<file path="src/hw/sdw_map.svh">
// Constant map for the block write sequencer: sizes, command indices, mode codes.
`ifndef SDW_MAP_SVH
`define SDW_MAP_SVH

// Data block geometry
`define SDW_BLOCK_BYTES 16'h0200
`define SDW_WORD_BYTES 16'h0004
`define SDW_WORDS_PER_BLOCK 8'h80

// Block count limits per request
`define SDW_COUNT_MIN 16'h0001
`define SDW_COUNT_MAX 16'hFFFF
`define SDW_SINGLE_MAX 16'h0002

// Card command indices
`define SDW_CMD_WRITE_SINGLE 6'h18
`define SDW_CMD_WRITE_MULTI 6'h19
`define SDW_CMD_STOP 6'h0C

// Cycles to wait in the busy state before the synced busy pin is trusted
`define SDW_BUSY_SETTLE 2'h3

// Write mode codes
`define SDW_MODE_ERASE_FIRST 32'h0000_0000
`define SDW_MODE_PLAIN 32'h0000_0001

// Card selection and data widths
`define SDW_CARD_IDX_W 4
`define SDW_WORD_W 32

`endif

</file>
<file path="src/hw/sdw_pkg.sv">
// Types shared by the block write sequencer and its users.
package sdw_pkg;
`include "sdw_map.svh"

   // One write request as handed in by the requester
   typedef struct packed {
      logic [`SDW_CARD_IDX_W-1:0] card_idx;
      logic [31:0] start_block;
      logic [15:0] block_count;
      logic [31:0] write_mode;
      logic use_dma;
      logic sw_variant;
   } write_req_s;

   // Command handed to the card command engine
   typedef struct packed {
      logic [5:0] index;
      logic [31:0] arg;
      logic pre_erase;
   } card_cmd_s;

   // Completion status of a request
   typedef enum logic [1:0] {
      ok_status = 2'b00,
      stop_abort_status = 2'b01,
      param_err_status = 2'b10,
      write_err_status = 2'b11
   } req_status_e;

   // Sequencer states
   typedef enum logic [3:0] {
      st_idle = 4'b0000,
      st_check = 4'b0001,
      st_cmd = 4'b0010,
      st_cmd_wait = 4'b0011,
      st_data = 4'b0100,
      st_blk_end = 4'b0101,
      st_stop = 4'b0110,
      st_stop_wait = 4'b0111,
      st_busy = 4'b1000,
      st_done = 4'b1001
   } seq_state_e;

endpackage

</file>
<file path="src/hw/sd_block_write.sv">
// Block write sequencer with forced-stop handling toward one SD memory card.
//
// Contract
// - Block count per request lies in 1..65535.
// - Blocks are 512 bytes, addressed by block number.
// - CMD24 per block up to 2, else CMD25.
// - Write mode 0 erase-first, 1 plain, else refused.
// - Removed card at start: stop-abort, no command.
// - Pending halt at start: clear it, stop-abort.
// - Software variant ignores the DMA transfer setting.
// - Halt command sets sticky state, arguments ignored.
// - Halt during data, except in a software transfer's last block: CMD12, abort, report stop-abort.
// - Halt after completion stays pending for next.
// - Halt sampled once at start before commands.
// - Software transfers check halt at block boundaries.
// - DMA transfers honour halt at any cycle in the data state.
// - Halt state cleared whenever halt handling runs.
// - After CMD12 abort, wait for card ready.
// - Zero-based card index, one card per request.
`timescale 1ns/1ps
module sd_block_write
   import sdw_pkg::*;
#(
   parameter int NUM_CARDS = 1
) (
   input wire logic clock,
   input wire logic nrst,
   // Request side
   input wire logic req_valid,
   input wire write_req_s req,
   output logic req_ready,
   output logic done,
   output req_status_e status,
   // Forced halt, one-cycle pulse from requester logic
   input wire logic forced_halt_request_cmd,
   input wire logic [31:0] halt_mode,
   input wire logic [31:0] halt_size,
   output logic halt_pending,
   // Write data from the requester
   input wire logic src_valid,
   input wire logic [`SDW_WORD_W-1:0] src_data,
   output logic src_ready,
   // Card command engine
   output logic cmd_valid,
   output card_cmd_s cmd,
   output logic [`SDW_CARD_IDX_W-1:0] card_sel,
   input wire logic cmd_done,
   input wire logic cmd_err,
   // Card data path
   output logic dat_valid,
   output logic [`SDW_WORD_W-1:0] dat_word,
   output logic dat_last,
   input wire logic dat_ready,
   input wire logic dat_crc_err,
   // Card pins
   input wire logic card_present_pin,
   input wire logic card_busy_pin
);

   ////////////////////////////////////////////////////////////////////////////
   // Pin synchronisation

   logic [1:0] pins_sync;
   logic card_present;
   logic card_busy;

   sdw_sync #(
      .WIDTH(2)
   ) u_pin_sync (
      .clock(clock),
      .nrst(nrst),
      .async_in({card_busy_pin, card_present_pin}),
      .sync_out(pins_sync)
   );

   assign card_present = pins_sync[0];
   assign card_busy = pins_sync[1];

   ////////////////////////////////////////////////////////////////////////////
   // Declarations

   seq_state_e state_q;
   write_req_s req_q;
   logic [15:0] blocks_left_q;
   logic [31:0] cur_block_q;
   logic [7:0] words_left_q;
   logic multi_q;
   logic dma_q;
   logic halt_q;
   logic halt_clear;
   logic fail_q;
   req_status_e result_q;
   logic stop_after_q;
   logic [1:0] settle_q;
   logic req_bad;
   logic dat_take;
   logic src_take;

   // Halt arguments carry no meaning; they are accepted and dropped
   logic unused_halt_args;
   assign unused_halt_args = ^{halt_mode, halt_size};

   assign dat_take = dat_valid && dat_ready;
   assign src_take = src_valid && src_ready;

   // Request screening: count range, mode code, card index
   always_comb begin
      req_bad = 1'b0;
      if (req.block_count < `SDW_COUNT_MIN) begin
         req_bad = 1'b1;
      end
      if (req.write_mode != `SDW_MODE_ERASE_FIRST && req.write_mode != `SDW_MODE_PLAIN) begin
         req_bad = 1'b1;
      end
      if (32'(req.card_idx) >= 32'(NUM_CARDS)) begin
         req_bad = 1'b1;
      end
   end

   ////////////////////////////////////////////////////////////////////////////
   // Sticky forced-halt state

   // A new halt pulse beats a clear in the same cycle, so no halt is lost
   always_ff @(posedge clock) begin
      if (!nrst) begin
         halt_q <= 1'b0;
      end else if (forced_halt_request_cmd) begin
         halt_q <= 1'b1;
      end else if (halt_clear) begin
         halt_q <= 1'b0;
      end
   end

   assign halt_pending = halt_q;

   // Clear whenever the sequencer acts on the halt
   always_comb begin
      halt_clear = 1'b0;
      if (state_q == st_check && halt_q) begin
         halt_clear = 1'b1;
      end
      if (state_q == st_blk_end && halt_q && blocks_left_q != 16'h0000) begin
         halt_clear = 1'b1;
      end
      if (state_q == st_data && dma_q && halt_q) begin
         halt_clear = 1'b1;
      end
   end

   ////////////////////////////////////////////////////////////////////////////
   // Busy settle delay

   // Synced busy lags the pin by up to two cycles; without this hold-off
   // the busy state would read a stale low level and skip the wait
   always_ff @(posedge clock) begin
      if (!nrst) begin
         settle_q <= `SDW_BUSY_SETTLE;
      end else if (state_q != st_busy) begin
         settle_q <= `SDW_BUSY_SETTLE;
      end else if (settle_q != 2'h0) begin
         settle_q <= settle_q - 2'h1;
      end
   end

   ////////////////////////////////////////////////////////////////////////////
   // Sequencer

   always_ff @(posedge clock) begin
      if (!nrst) begin
         state_q <= st_idle;
         req_q <= '0;
         blocks_left_q <= 16'h0000;
         cur_block_q <= 32'h0000_0000;
         multi_q <= 1'b0;
         dma_q <= 1'b0;
         fail_q <= 1'b0;
         result_q <= ok_status;
         stop_after_q <= 1'b0;
      end else begin
         unique case (state_q)
            st_idle: begin
               if (req_valid && req_ready) begin
                  req_q <= req;
                  blocks_left_q <= req.block_count;
                  cur_block_q <= req.start_block;
                  multi_q <= (req.block_count > `SDW_SINGLE_MAX);
                  dma_q <= req.use_dma && !req.sw_variant;
                  fail_q <= 1'b0;
                  stop_after_q <= 1'b0;
                  if (req_bad) begin
                     result_q <= param_err_status;
                     state_q <= st_done;
                  end else begin
                     state_q <= st_check;
                  end
               end
            end
            // One look at card presence and halt before any command
            st_check: begin
               if (!card_present) begin
                  result_q <= stop_abort_status;
                  state_q <= st_done;
               end else if (halt_q) begin
                  result_q <= stop_abort_status;
                  state_q <= st_done;
               end else begin
                  state_q <= st_cmd;
               end
            end
            st_cmd: begin
               state_q <= st_cmd_wait;
            end
            st_cmd_wait: begin
               if (cmd_done) begin
                  if (cmd_err) begin
                     result_q <= write_err_status;
                     state_q <= multi_q ? st_stop : st_busy;
                  end else begin
                     state_q <= st_data;
                  end
               end
            end
            st_data: begin
               if (dma_q && halt_q) begin
                  result_q <= stop_abort_status;
                  fail_q <= 1'b1;
                  state_q <= st_stop;
               end else if (dat_take && dat_last) begin
                  blocks_left_q <= blocks_left_q - 16'h0001;
                  cur_block_q <= cur_block_q + 32'h0000_0001;
                  state_q <= st_blk_end;
               end
            end
            // Boundary between blocks: finish check, then halt check, then next block
            st_blk_end: begin
               if (dat_crc_err) begin
                  result_q <= write_err_status;
                  fail_q <= 1'b1;
                  state_q <= st_stop;
               end else if (blocks_left_q == 16'h0000) begin
                  result_q <= ok_status;
                  state_q <= multi_q ? st_stop : st_busy;
               end else if (halt_q) begin
                  result_q <= stop_abort_status;
                  fail_q <= 1'b1;
                  state_q <= st_stop;
               end else if (multi_q) begin
                  state_q <= st_data;
               end else begin
                  stop_after_q <= 1'b1;
                  state_q <= st_busy;
               end
            end
            st_stop: begin
               state_q <= st_stop_wait;
            end
            st_stop_wait: begin
               if (cmd_done) begin
                  if (cmd_err) begin
                     result_q <= write_err_status;
                  end
                  state_q <= st_busy;
               end
            end
            // Card busy must clear before reporting or next command
            st_busy: begin
               if (settle_q == 2'h0 && !card_busy) begin
                  if (stop_after_q && !fail_q) begin
                     stop_after_q <= 1'b0;
                     state_q <= st_cmd;
                  end else begin
                     state_q <= st_done;
                  end
               end
            end
            st_done: begin
               state_q <= st_idle;
            end
            default: begin
               state_q <= st_idle;
            end
         endcase
      end
   end

   ////////////////////////////////////////////////////////////////////////////
   // Request handshake and completion

   always_ff @(posedge clock) begin
      if (!nrst) begin
         req_ready <= 1'b0;
         done <= 1'b0;
         status <= ok_status;
      end else begin
         req_ready <= (state_q == st_idle) && !(req_valid && req_ready);
         done <= (state_q == st_done);
         if (state_q == st_done) begin
            status <= result_q;
         end
      end
   end

   ////////////////////////////////////////////////////////////////////////////
   // Command issue

   // CMD24 per block or a single CMD25; CMD12 on stop
   always_ff @(posedge clock) begin
      if (!nrst) begin
         cmd_valid <= 1'b0;
         cmd <= '0;
         card_sel <= '0;
      end else begin
         cmd_valid <= 1'b0;
         if (state_q == st_check) begin
            card_sel <= req_q.card_idx;
         end
         if (state_q == st_cmd) begin
            cmd_valid <= 1'b1;
            cmd.index <= multi_q ? `SDW_CMD_WRITE_MULTI : `SDW_CMD_WRITE_SINGLE;
            cmd.arg <= cur_block_q;
            cmd.pre_erase <= (req_q.write_mode == `SDW_MODE_ERASE_FIRST);
         end else if (state_q == st_stop) begin
            cmd_valid <= 1'b1;
            cmd.index <= `SDW_CMD_STOP;
            cmd.arg <= 32'h0000_0000;
            cmd.pre_erase <= 1'b0;
         end
      end
   end

   ////////////////////////////////////////////////////////////////////////////
   // Data words toward the card

   // One-word stage; ready is registered, so throughput is one word per
   // two cycles, traded for fully registered outputs
   always_ff @(posedge clock) begin
      if (!nrst) begin
         dat_valid <= 1'b0;
         dat_word <= '0;
         dat_last <= 1'b0;
         src_ready <= 1'b0;
         words_left_q <= `SDW_WORDS_PER_BLOCK;
      end else if (state_q != st_data || (dma_q && halt_q)) begin
         dat_valid <= 1'b0;
         dat_last <= 1'b0;
         src_ready <= 1'b0;
         words_left_q <= `SDW_WORDS_PER_BLOCK;
      end else if (src_take) begin
         dat_valid <= 1'b1;
         dat_word <= src_data;
         dat_last <= (words_left_q == 8'h01);
         words_left_q <= words_left_q - 8'h01;
         src_ready <= 1'b0;
      end else if (dat_take) begin
         dat_valid <= 1'b0;
         dat_last <= 1'b0;
         src_ready <= !dat_last;
      end else if (!dat_valid && words_left_q != 8'h00) begin
         src_ready <= 1'b1;
      end
   end

endmodule // sd_block_write

</file>
<file path="src/hw/sdw_sync.sv">
// Two-stage synchroniser for pin-level inputs, one chain per bit.
`timescale 1ns/1ps
module sdw_sync #(
   parameter int WIDTH = 1
) (
   input wire logic clock,
   input wire logic nrst,
   input wire logic [WIDTH-1:0] async_in,
   output logic [WIDTH-1:0] sync_out
);

   logic [WIDTH-1:0] meta_q;

   // First stage feeds only the second stage
   genvar i;
   generate
      for (i = 0; i < WIDTH; i++) begin : g_bit
         always_ff @(posedge clock) begin
            if (!nrst) begin
               meta_q[i] <= 1'b0;
               sync_out[i] <= 1'b0;
            end else begin
               meta_q[i] <= async_in[i];
               sync_out[i] <= meta_q[i];
            end
         end
      end
   endgenerate

endmodule // sdw_sync

</file>
<file path="config.mk">
export PLATFORM = sky130hd
export DESIGN_NAME = sd_block_write
export DESIGN_NICKNAME = d
export VERILOG_FILES = /design/src/hw/sdw_pkg.sv /design/src/hw/sd_block_write.sv /design/src/hw/sdw_sync.sv
export VERILOG_INCLUDE_DIRS = /design/src /design/src/hw
export SDC_FILE = /design/constraint.sdc
export NUM_CORES = 1
export LEC_CHECK = 0
export ABC_AREA = 1
export BUFFER_PORTS_ARGS = -buffer_cell sky130_fd_sc_hd__buf_2
export CAP_MARGIN = 0
export CORE_ASPECT_RATIO = 1.75
export CORE_UTILIZATION = 35
export CTS_CLUSTER_DIAMETER = 50
export DETAILED_ROUTE_END_ITERATION = 8
export SETUP_SLACK_MARGIN = 0.15
export SYNTH_ARGS = -nofsm -noshare
export SYNTH_HDL_FRONTEND = slang
export SYNTH_SLANG_ARGS = --single-unit
</file>
<file path="constraint.sdc">
create_clock -name clock -period 3 [get_ports clock]
set_input_delay 0.15 -clock clock [delete_from_list [all_inputs] [get_ports clock]]
set_output_delay 0.15 -clock clock [all_outputs]
set_load 0.02 [all_outputs]
</file>
==> impl_metrics.csv, run 1 <==
group,metric,value,unit
synthesis,synth_xor_area_share,1.46,%
floorplanning,fp.dieW,123,um
worst_setup_path,critPathRequiredTime,3.34,ns
cells_and_area,register_area,3800,um^2
pwr,powerDensity,721,nW/um^2
synthesis,synth.ff_latch_count,190,
worst_setup_path,crit_family,"simple AND/OR/NAND/NOR gates",
timing,worst_pin_slew,1.23,ns
global_route,grt_max_degree,98,
route,antenna_left,0,
cells_and_area,design_area,11700,um^2
clock_tree,cts_tree,"built",
worst_setup_path,path_class,"reg2reg",
timing,rsz0062_at_grt,"false",
cells_and_area,drive_gt1_share,16.9,%
timing,period_share,77.0,%
floorplanning,die_area,26300,um^2
synthesis,synthCells,1354,
floorplanning,chipHeight,214,um
timing,final-hold-violation-count,0,
clock_tree,cts_resized,0,
worst_setup_path,critPathCaptureType,"register",
global_route,grt_pass1_vias,9550,
worst_setup_path,start_kind,"register",
synthesis,netlist-cell-type-count,38,
cells_and_area,n_fill_cell,2626,
clock_tree,cts_made_buffers,17,
worst_hold_path,hold_path_class,"in2reg",
synthesis,seq_area_frac_synth,42.4,%
timing,slew_viol_final,0,
synthesis,synthAdderAreaFrac,0.697,%
timing,fmax,433,MHz
timing,tns,0,ns
placement,placed_area,10300,um^2
global_route,grt_pass1_wl,46.1,mm
clock_tree,cts.sinks,190,
global_route,gr-usage-all-layers,22.8,%
pwr,p_leak,0.00510,uW
floorplanning,initial_core_util,35.6,%
floorplanning,io_pins,277,
worst_setup_path,crit_path_max_fanout,6,
clock_tree,cts.path.max_buffers,2,
synthesis,synthMuxAreaShare,0,%
cells_and_area,area_delta_synth_final,30.3,%
floorplanning,coreArea,25200,um^2
route,drt-initial-drc-count,468,
placement,place_congestion,1.10,
clock_tree,cts_hold_buf,82,
synthesis,yosys_warnings,0,
floorplanning,row_count,77,
route,drc,0,
worst_setup_path,cp_data_arrival_time,2.65,ns
clock_tree,clk_latency,0.46,ns
synthesis,postSynth.asyncResetShare,0,%
worst_setup_path,crit_slowest_cell,"nor2_1",
cells_and_area,multi_input_area,4430,um^2
worst_setup_path,critPathBufInv,1,
route,via_per_inst,4.90,
synthesis,synth_compound_area_share,16.7,%
synthesis,synth_edf_count,0,
timing,slew_headroom,18.0,%
clock_tree,clock-root-buffer,"clkbuf_16",
route,num_vias,9546,
route,wl,29.0,mm
timing,setup_viol,0,
synthesis,yosys.area_share.simple,30.4,%
cells_and_area,layout_common_cells,"302 x nand2_1, 252 x nor2_1, 210 x buf_2",
synthesis,syn_area,8980,um^2
run,cap_violations,0,
worst_setup_path,slowest_delay,0.47,ns
synthesis,avgSynthCellArea,6.63,um^2
route,drtPass1Iterations,7,
placement,hpwl,20.3,mm
pwr,ir_worst_vdd,457,uV
clock_tree,clkTransAtPathRegs,0.07,ns
placement,port_buffers,210,
clock_tree,cts-htree-levels,4,
synthesis,synth_top_family_by_area,"simple AND/OR/NAND/NOR gates",
worst_setup_path,cp_cell_sequence,"ha_1, nand2_1, nor2_1, inv_1, nor2_1, nand2_1, nand2_1, nand3_1, nand2_1, a21oi_1",
timing,min_period,2.31,ns
global_route,gr-total-overflow,0,
cells_and_area,final_nets,1815,
outcome,status,"completed",
route,wire_per_inst,14.9,um
clock_tree,post-cts-setup-buffer-count,0,
global_route,grt_antenna_before_repair,0,
cells_and_area,mostFrequentLayoutCell,"nand2_1",
timing,skew,0.00703,ns
worst_setup_path,critPathMostFrequentCell,"nand2_1",
synthesis,ys.flop_type,"dfxtp_1",
-- worst reg2reg max path: stages (launching register included) --
cell,delay (ns)
dfxtp_1,0.42
ha_1,0.28
nand2_1,0.09
nor2_1,0.47
inv_1,0.09
nor2_1,0.44
nand2_1,0.11
nand2_1,0.07
nand3_1,0.07
nand2_1,0.09
a21oi_1,0.06
-- through the flow --
| step | power [uW] | setup WS, ns | utilization (%) | instances | hold slack [ns] |
|---|---|---|---|---|---|
| after detailed placement | 6000 | 0.690 | 40.7 | 1832 | 0.338 |
| after CTS | 8520 | 0.671 | 46.3 | 1946 | 0.00266 |
| after global routing | 9040 | 0.434 | 46.3 | 1946 | 0.0289 |
| final | 8440 | 0.690 | 46.3 | 1947 | 0.0311 |
| after floorplan | 5270 | 1.40 | - | 1355 | 0.248 |
| after global placement | 5960 | 0.733 | 40.7 | 1832 | 0.336 |
-- where the power goes --
group          internal (uW)  switching [uW]
clock                   1320            1080
sequential              2970             411
combinational            958            1700
total                   5250            3190
-- path summary, 6_finish.rpt --
check	startpoint	to	slack [ns]	cells past startpoint
min	req[50]	cur_block_q[0]	0.03	5
max	cur_block_q[0]	cur_block_q[28]	0.69	10
min reg2reg	u_pin_sync.meta_q[1]	u_pin_sync.sync_out[1]	0.41	2
max reg2reg	cur_block_q[0]	cur_block_q[28]	0.69	10
-- per-layer routing --
metal / up-vias / wire (um) / GRT usage (%)
met1: 4334 / 10900 / 21.8
met4: 0 / 1150 / 12.3
met2: 261 / 15700 / 44.7
met3: 65 / 1260 / 4.41
li1: 4886 / - / -
met5: - / 0 / 0
-- synthesized netlist by cell type (5+ instances only) --
cell      instances  area share [%]
a21oi_1         134             7.5
a31oi_1           5            0.35
buf_2            19             1.1
clkbuf_1         39             1.6
dfxtp_1         190              42
ha_1              5            0.70
inv_1           117             4.9
inv_2             6            0.25
nand2_1         302              13
nand3_1          51             2.8
nand3b_1          8            0.67
nand4_1          13            0.91
nor2_1          253              11
nor3_1           23             1.3
nor4_1            7            0.49
o211ai_1          8            0.67
o21ai_0         118             6.6
o21ai_1          11            0.61
xor2_1           11             1.1
-- cell families after synthesis --
logic type	after synthesis
flip-flops	190
other	1
buffers and inverters	187
AND/OR/NAND/NOR	669
XOR/XNOR	15
AO/OA/AOI/OAI	287
adder cells (fa/ha/maj)	5
-- final cells by class --
cell class	instances	area share, %
inverters	123	3.95
multi-input cells	978	37.9
diodes	1	0.0214
repair buffers	307	17.1
flip-flops and latches	190	32.5
clock inverters	15	1.56
well taps	316	3.38
clock buffers	17	3.64
-- flip-flops by register name, summed over array words and instances (netlist names), 4 cells and up --
name / count
state_q: 4
card_sel: 4
dat_word: 32
words_left_q: 8
req_q: 36
blocks_left_q: 16
cmd: 37
cur_block_q: 32
Power figures use the tool's default switching activity.
==> run 2, diff against run 1 <==
Clock period 3 ns to 1.95 ns, I/O delays scaled along.
==> run 2 against run 1 <==
  * Wire length rose by 6.5%
  * Register-to-register slack got worse by 0.49 ns
  * Critical path type unchanged
  * The flow now finishes with violations (negative hold slack)
  * Critical path depth rose by 2
==> impl_metrics.csv, run 2 (synthesis gave the netlist of run 1 again) <==
group,metric,value,unit
clock_tree,cts.sinks,190,
floorplanning,coreArea,25200,um^2
clock_tree,clkTransAtPathRegs,0.08,ns
pwr,p_int,8630,uW
clock_tree,cts.path.max_buffers,2,
timing,tns,0,ns
worst_setup_path,r2r_cells,12,
clock_tree,cts_made_buffers,17,
global_route,gr-usage-all-layers,23.1,%
timing,skew,0.0136,ns
outcome,violations,"negative hold slack",
pwr,powerDensity,1100,nW/um^2
route,drt-initial-drc-count,341,
clock_tree,cts_tree,"built",
timing,fmax,570,MHz
timing,min_period,1.75,ns
cells_and_area,top_regs,"cmd x37, req_q x36",
floorplanning,die_area,26300,um^2
clock_tree,clock-root-buffer,"clkbuf_16",
worst_setup_path,cp_data_arrival_time,2.15,ns
run,cap_violations,0,
route,drtPass1Iterations,5,
clock_tree,clk_latency,0.46,ns
worst_setup_path,setup.worst_path.end,"dat_word[22]",
cells_and_area,largest_register_ffs,37,
pwr,power.switching,5310,uW
pwr,p_leak,0.00554,uW
worst_setup_path,crit_slowest_cell,"dfxtp_4",
cells_and_area,area_delta_synth_final,41.5,%
pwr,ir_worst_vdd,776,uV
timing,rsz0062_at_grt,"true",
timing,slew_viol_final,0,
worst_setup_path,crit_start,"state_q[0]",
cells_and_area,layout_common_cells,"294 x nand2_1, 231 x nor2_1, 210 x buf_2",
timing,final-hold-violation-count,1,
cells_and_area,mostFrequentLayoutCell,"nand2_1",
timing,setup_viol,0,
pwr,total_power,13900,uW
cells_and_area,drive_gt1_share,23.6,%
pwr,pwr-share-comb,37.1,%
floorplanning,fp.dieW,123,um
pwr,clockPowerShare,25.9,%
placement,port_buffers,210,
worst_setup_path,critPathRequiredTime,2.35,ns
placement,place_ws,0.0222,ns
worst_setup_path,ff2ff_setup_slack,0.20,ns
worst_hold_path,hold_path_class,"in2reg",
route,antenna_left,0,
floorplanning,io_pins,277,
route,wire_per_inst,15.3,um
worst_setup_path,crit-reg2reg-launch,"state_q[0]",
timing,hold-worst-slack,-0.00211,ns
cells_and_area,antenna_cells,0,
timing,setup_slack,0.197,ns
floorplanning,chipHeight,214,um
global_route,grt_antenna_before_repair,0,
worst_setup_path,start_kind,"register",
pwr,pwr-share-seq,37.1,%
floorplanning,row_count,77,
placement,place_congestion,0.947,
route,wl,30.9,mm
cells_and_area,n_fill_cell,2515,
clock_tree,cts-htree-levels,4,
cells_and_area,final_nets,1885,
route,num_vias,9849,
cells_and_area,largest-register,"cmd",
pwr,switching_share,38.1,%
placement,hpwl,21.6,mm
global_route,grt_pass1_wl,46.7,mm
worst_setup_path,slowest_delay,0.36,ns
timing,period_share,89.9,%
worst_setup_path,crit_path_max_fanout,12,
global_route,gr-total-overflow,0,
outcome,status,"finished with violations",
worst_setup_path,cp_cell_sequence,"inv_4, nand2_4, nor2_4, buf_6, inv_6, nor2_4, inv_2, nor2_4, buf_12, clkbuf_16, o21ai_0, nor2_1",
worst_setup_path,path_class,"reg2reg",
worst_setup_path,critPathMostFrequentCell,"nor2_4",
route,via_per_inst,4.89,
route,drc,0,
worst_setup_path,r2r-end,"dat_word[22]",
worst_setup_path,critPathCaptureType,"register",
global_route,grt_pass1_vias,9543,
global_route,grt_max_degree,98,
floorplanning,initial_core_util,35.6,%
==> run 2: cell count changes in the layout (fill, tap and decap cells not counted), sizes merged <==
cell / change
buf: +60
bufinv: -1
clkbuf: +5
clkinv: +2
clkinvlp: -1
diode: -1
dlygate4sd3: +6
inv: -1
==> run 2: worst min-delay path by stage <==
stage	end	startpoint	cells past startpoint
after floorplan	u_pin_sync.meta_q[0]	card_present_pin	2
after global placement	u_pin_sync.meta_q[1]	card_busy_pin	3
after detailed placement	u_pin_sync.meta_q[1]	card_busy_pin	3
after CTS	cur_block_q[6]	req[56]	5
after global routing	cur_block_q[9]	req[59]	5
final	cur_block_q[6]	req[56]	5
==> run 2: power by group through the flow <==
stage | sequential [uW] | clock [uW] | combinational (uW)
3_5_place_dp | 5220 | 0 | 4430
4_1_cts | 5140 | 3680 | 4640
2_1_floorplan | 5140 | 0 | 2970
6_report | 5170 | 3600 | 5170
3_3_place_gp | 5200 | 0 | 4380
5_1_grt | 5270 | 3840 | 5760
==> run 2: routing by layer <==
| layer | routed length, um | global-route usage [%] | vias to the layer above |
|---|---|---|---|
| li1 | - | - | 5028 |
| met1 | 11400 | 22.5 | 4495 |
| met2 | 16700 | 43.9 | 255 |
| met3 | 1240 | 4.52 | 71 |
| met4 | 1520 | 14.1 | 0 |
| met5 | 0 | 0 | - |
==> run 2: worst max-delay path, delay by kind of cell, from the launching register on <==
| kind | cells | cell delay, ns |
|---|---|---|
| simple gates | 5 | 0.61 |
| flops | 1 | 0.36 |
| buf+inv | 6 | 0.63 |
| compound gates | 1 | 0.09 |
==> run 2: area by class of cell <==
cell class                      count  area (um^2)  share of cell area (%)
Clock buffer                       18          439                    3.46
Clock inverter                     14          154                    1.21
Inverter                          123          479                    3.77
Multi-Input combinational cell    978         4650                    36.6
Sequential cell                   190         3830                    30.1
Tap cell                          316          395                    3.11
Timing Repair Buffer              377         2750                    21.7
==> run 2: through the flow <==
step | utilization, % | area (um^2) | instances
after global routing | 50.3 | 12700 | 2016
after CTS | 48.4 | 12200 | 2002
after floorplan | - | 8980 | 1355
final | 50.3 | 12700 | 2016
after global placement | 42.3 | 10700 | 1880
after detailed placement | 42.3 | 10700 | 1880
==> run 2: what timing repair did <==
item,in CTS,in global routing
resized for setup,12,95
hold buffers,88,0
pin swaps,1,15
setup buffers,2,9
cloned,0,5
endpoints found under the hold margin,90,0
endpoints found under the setup margin,63,128
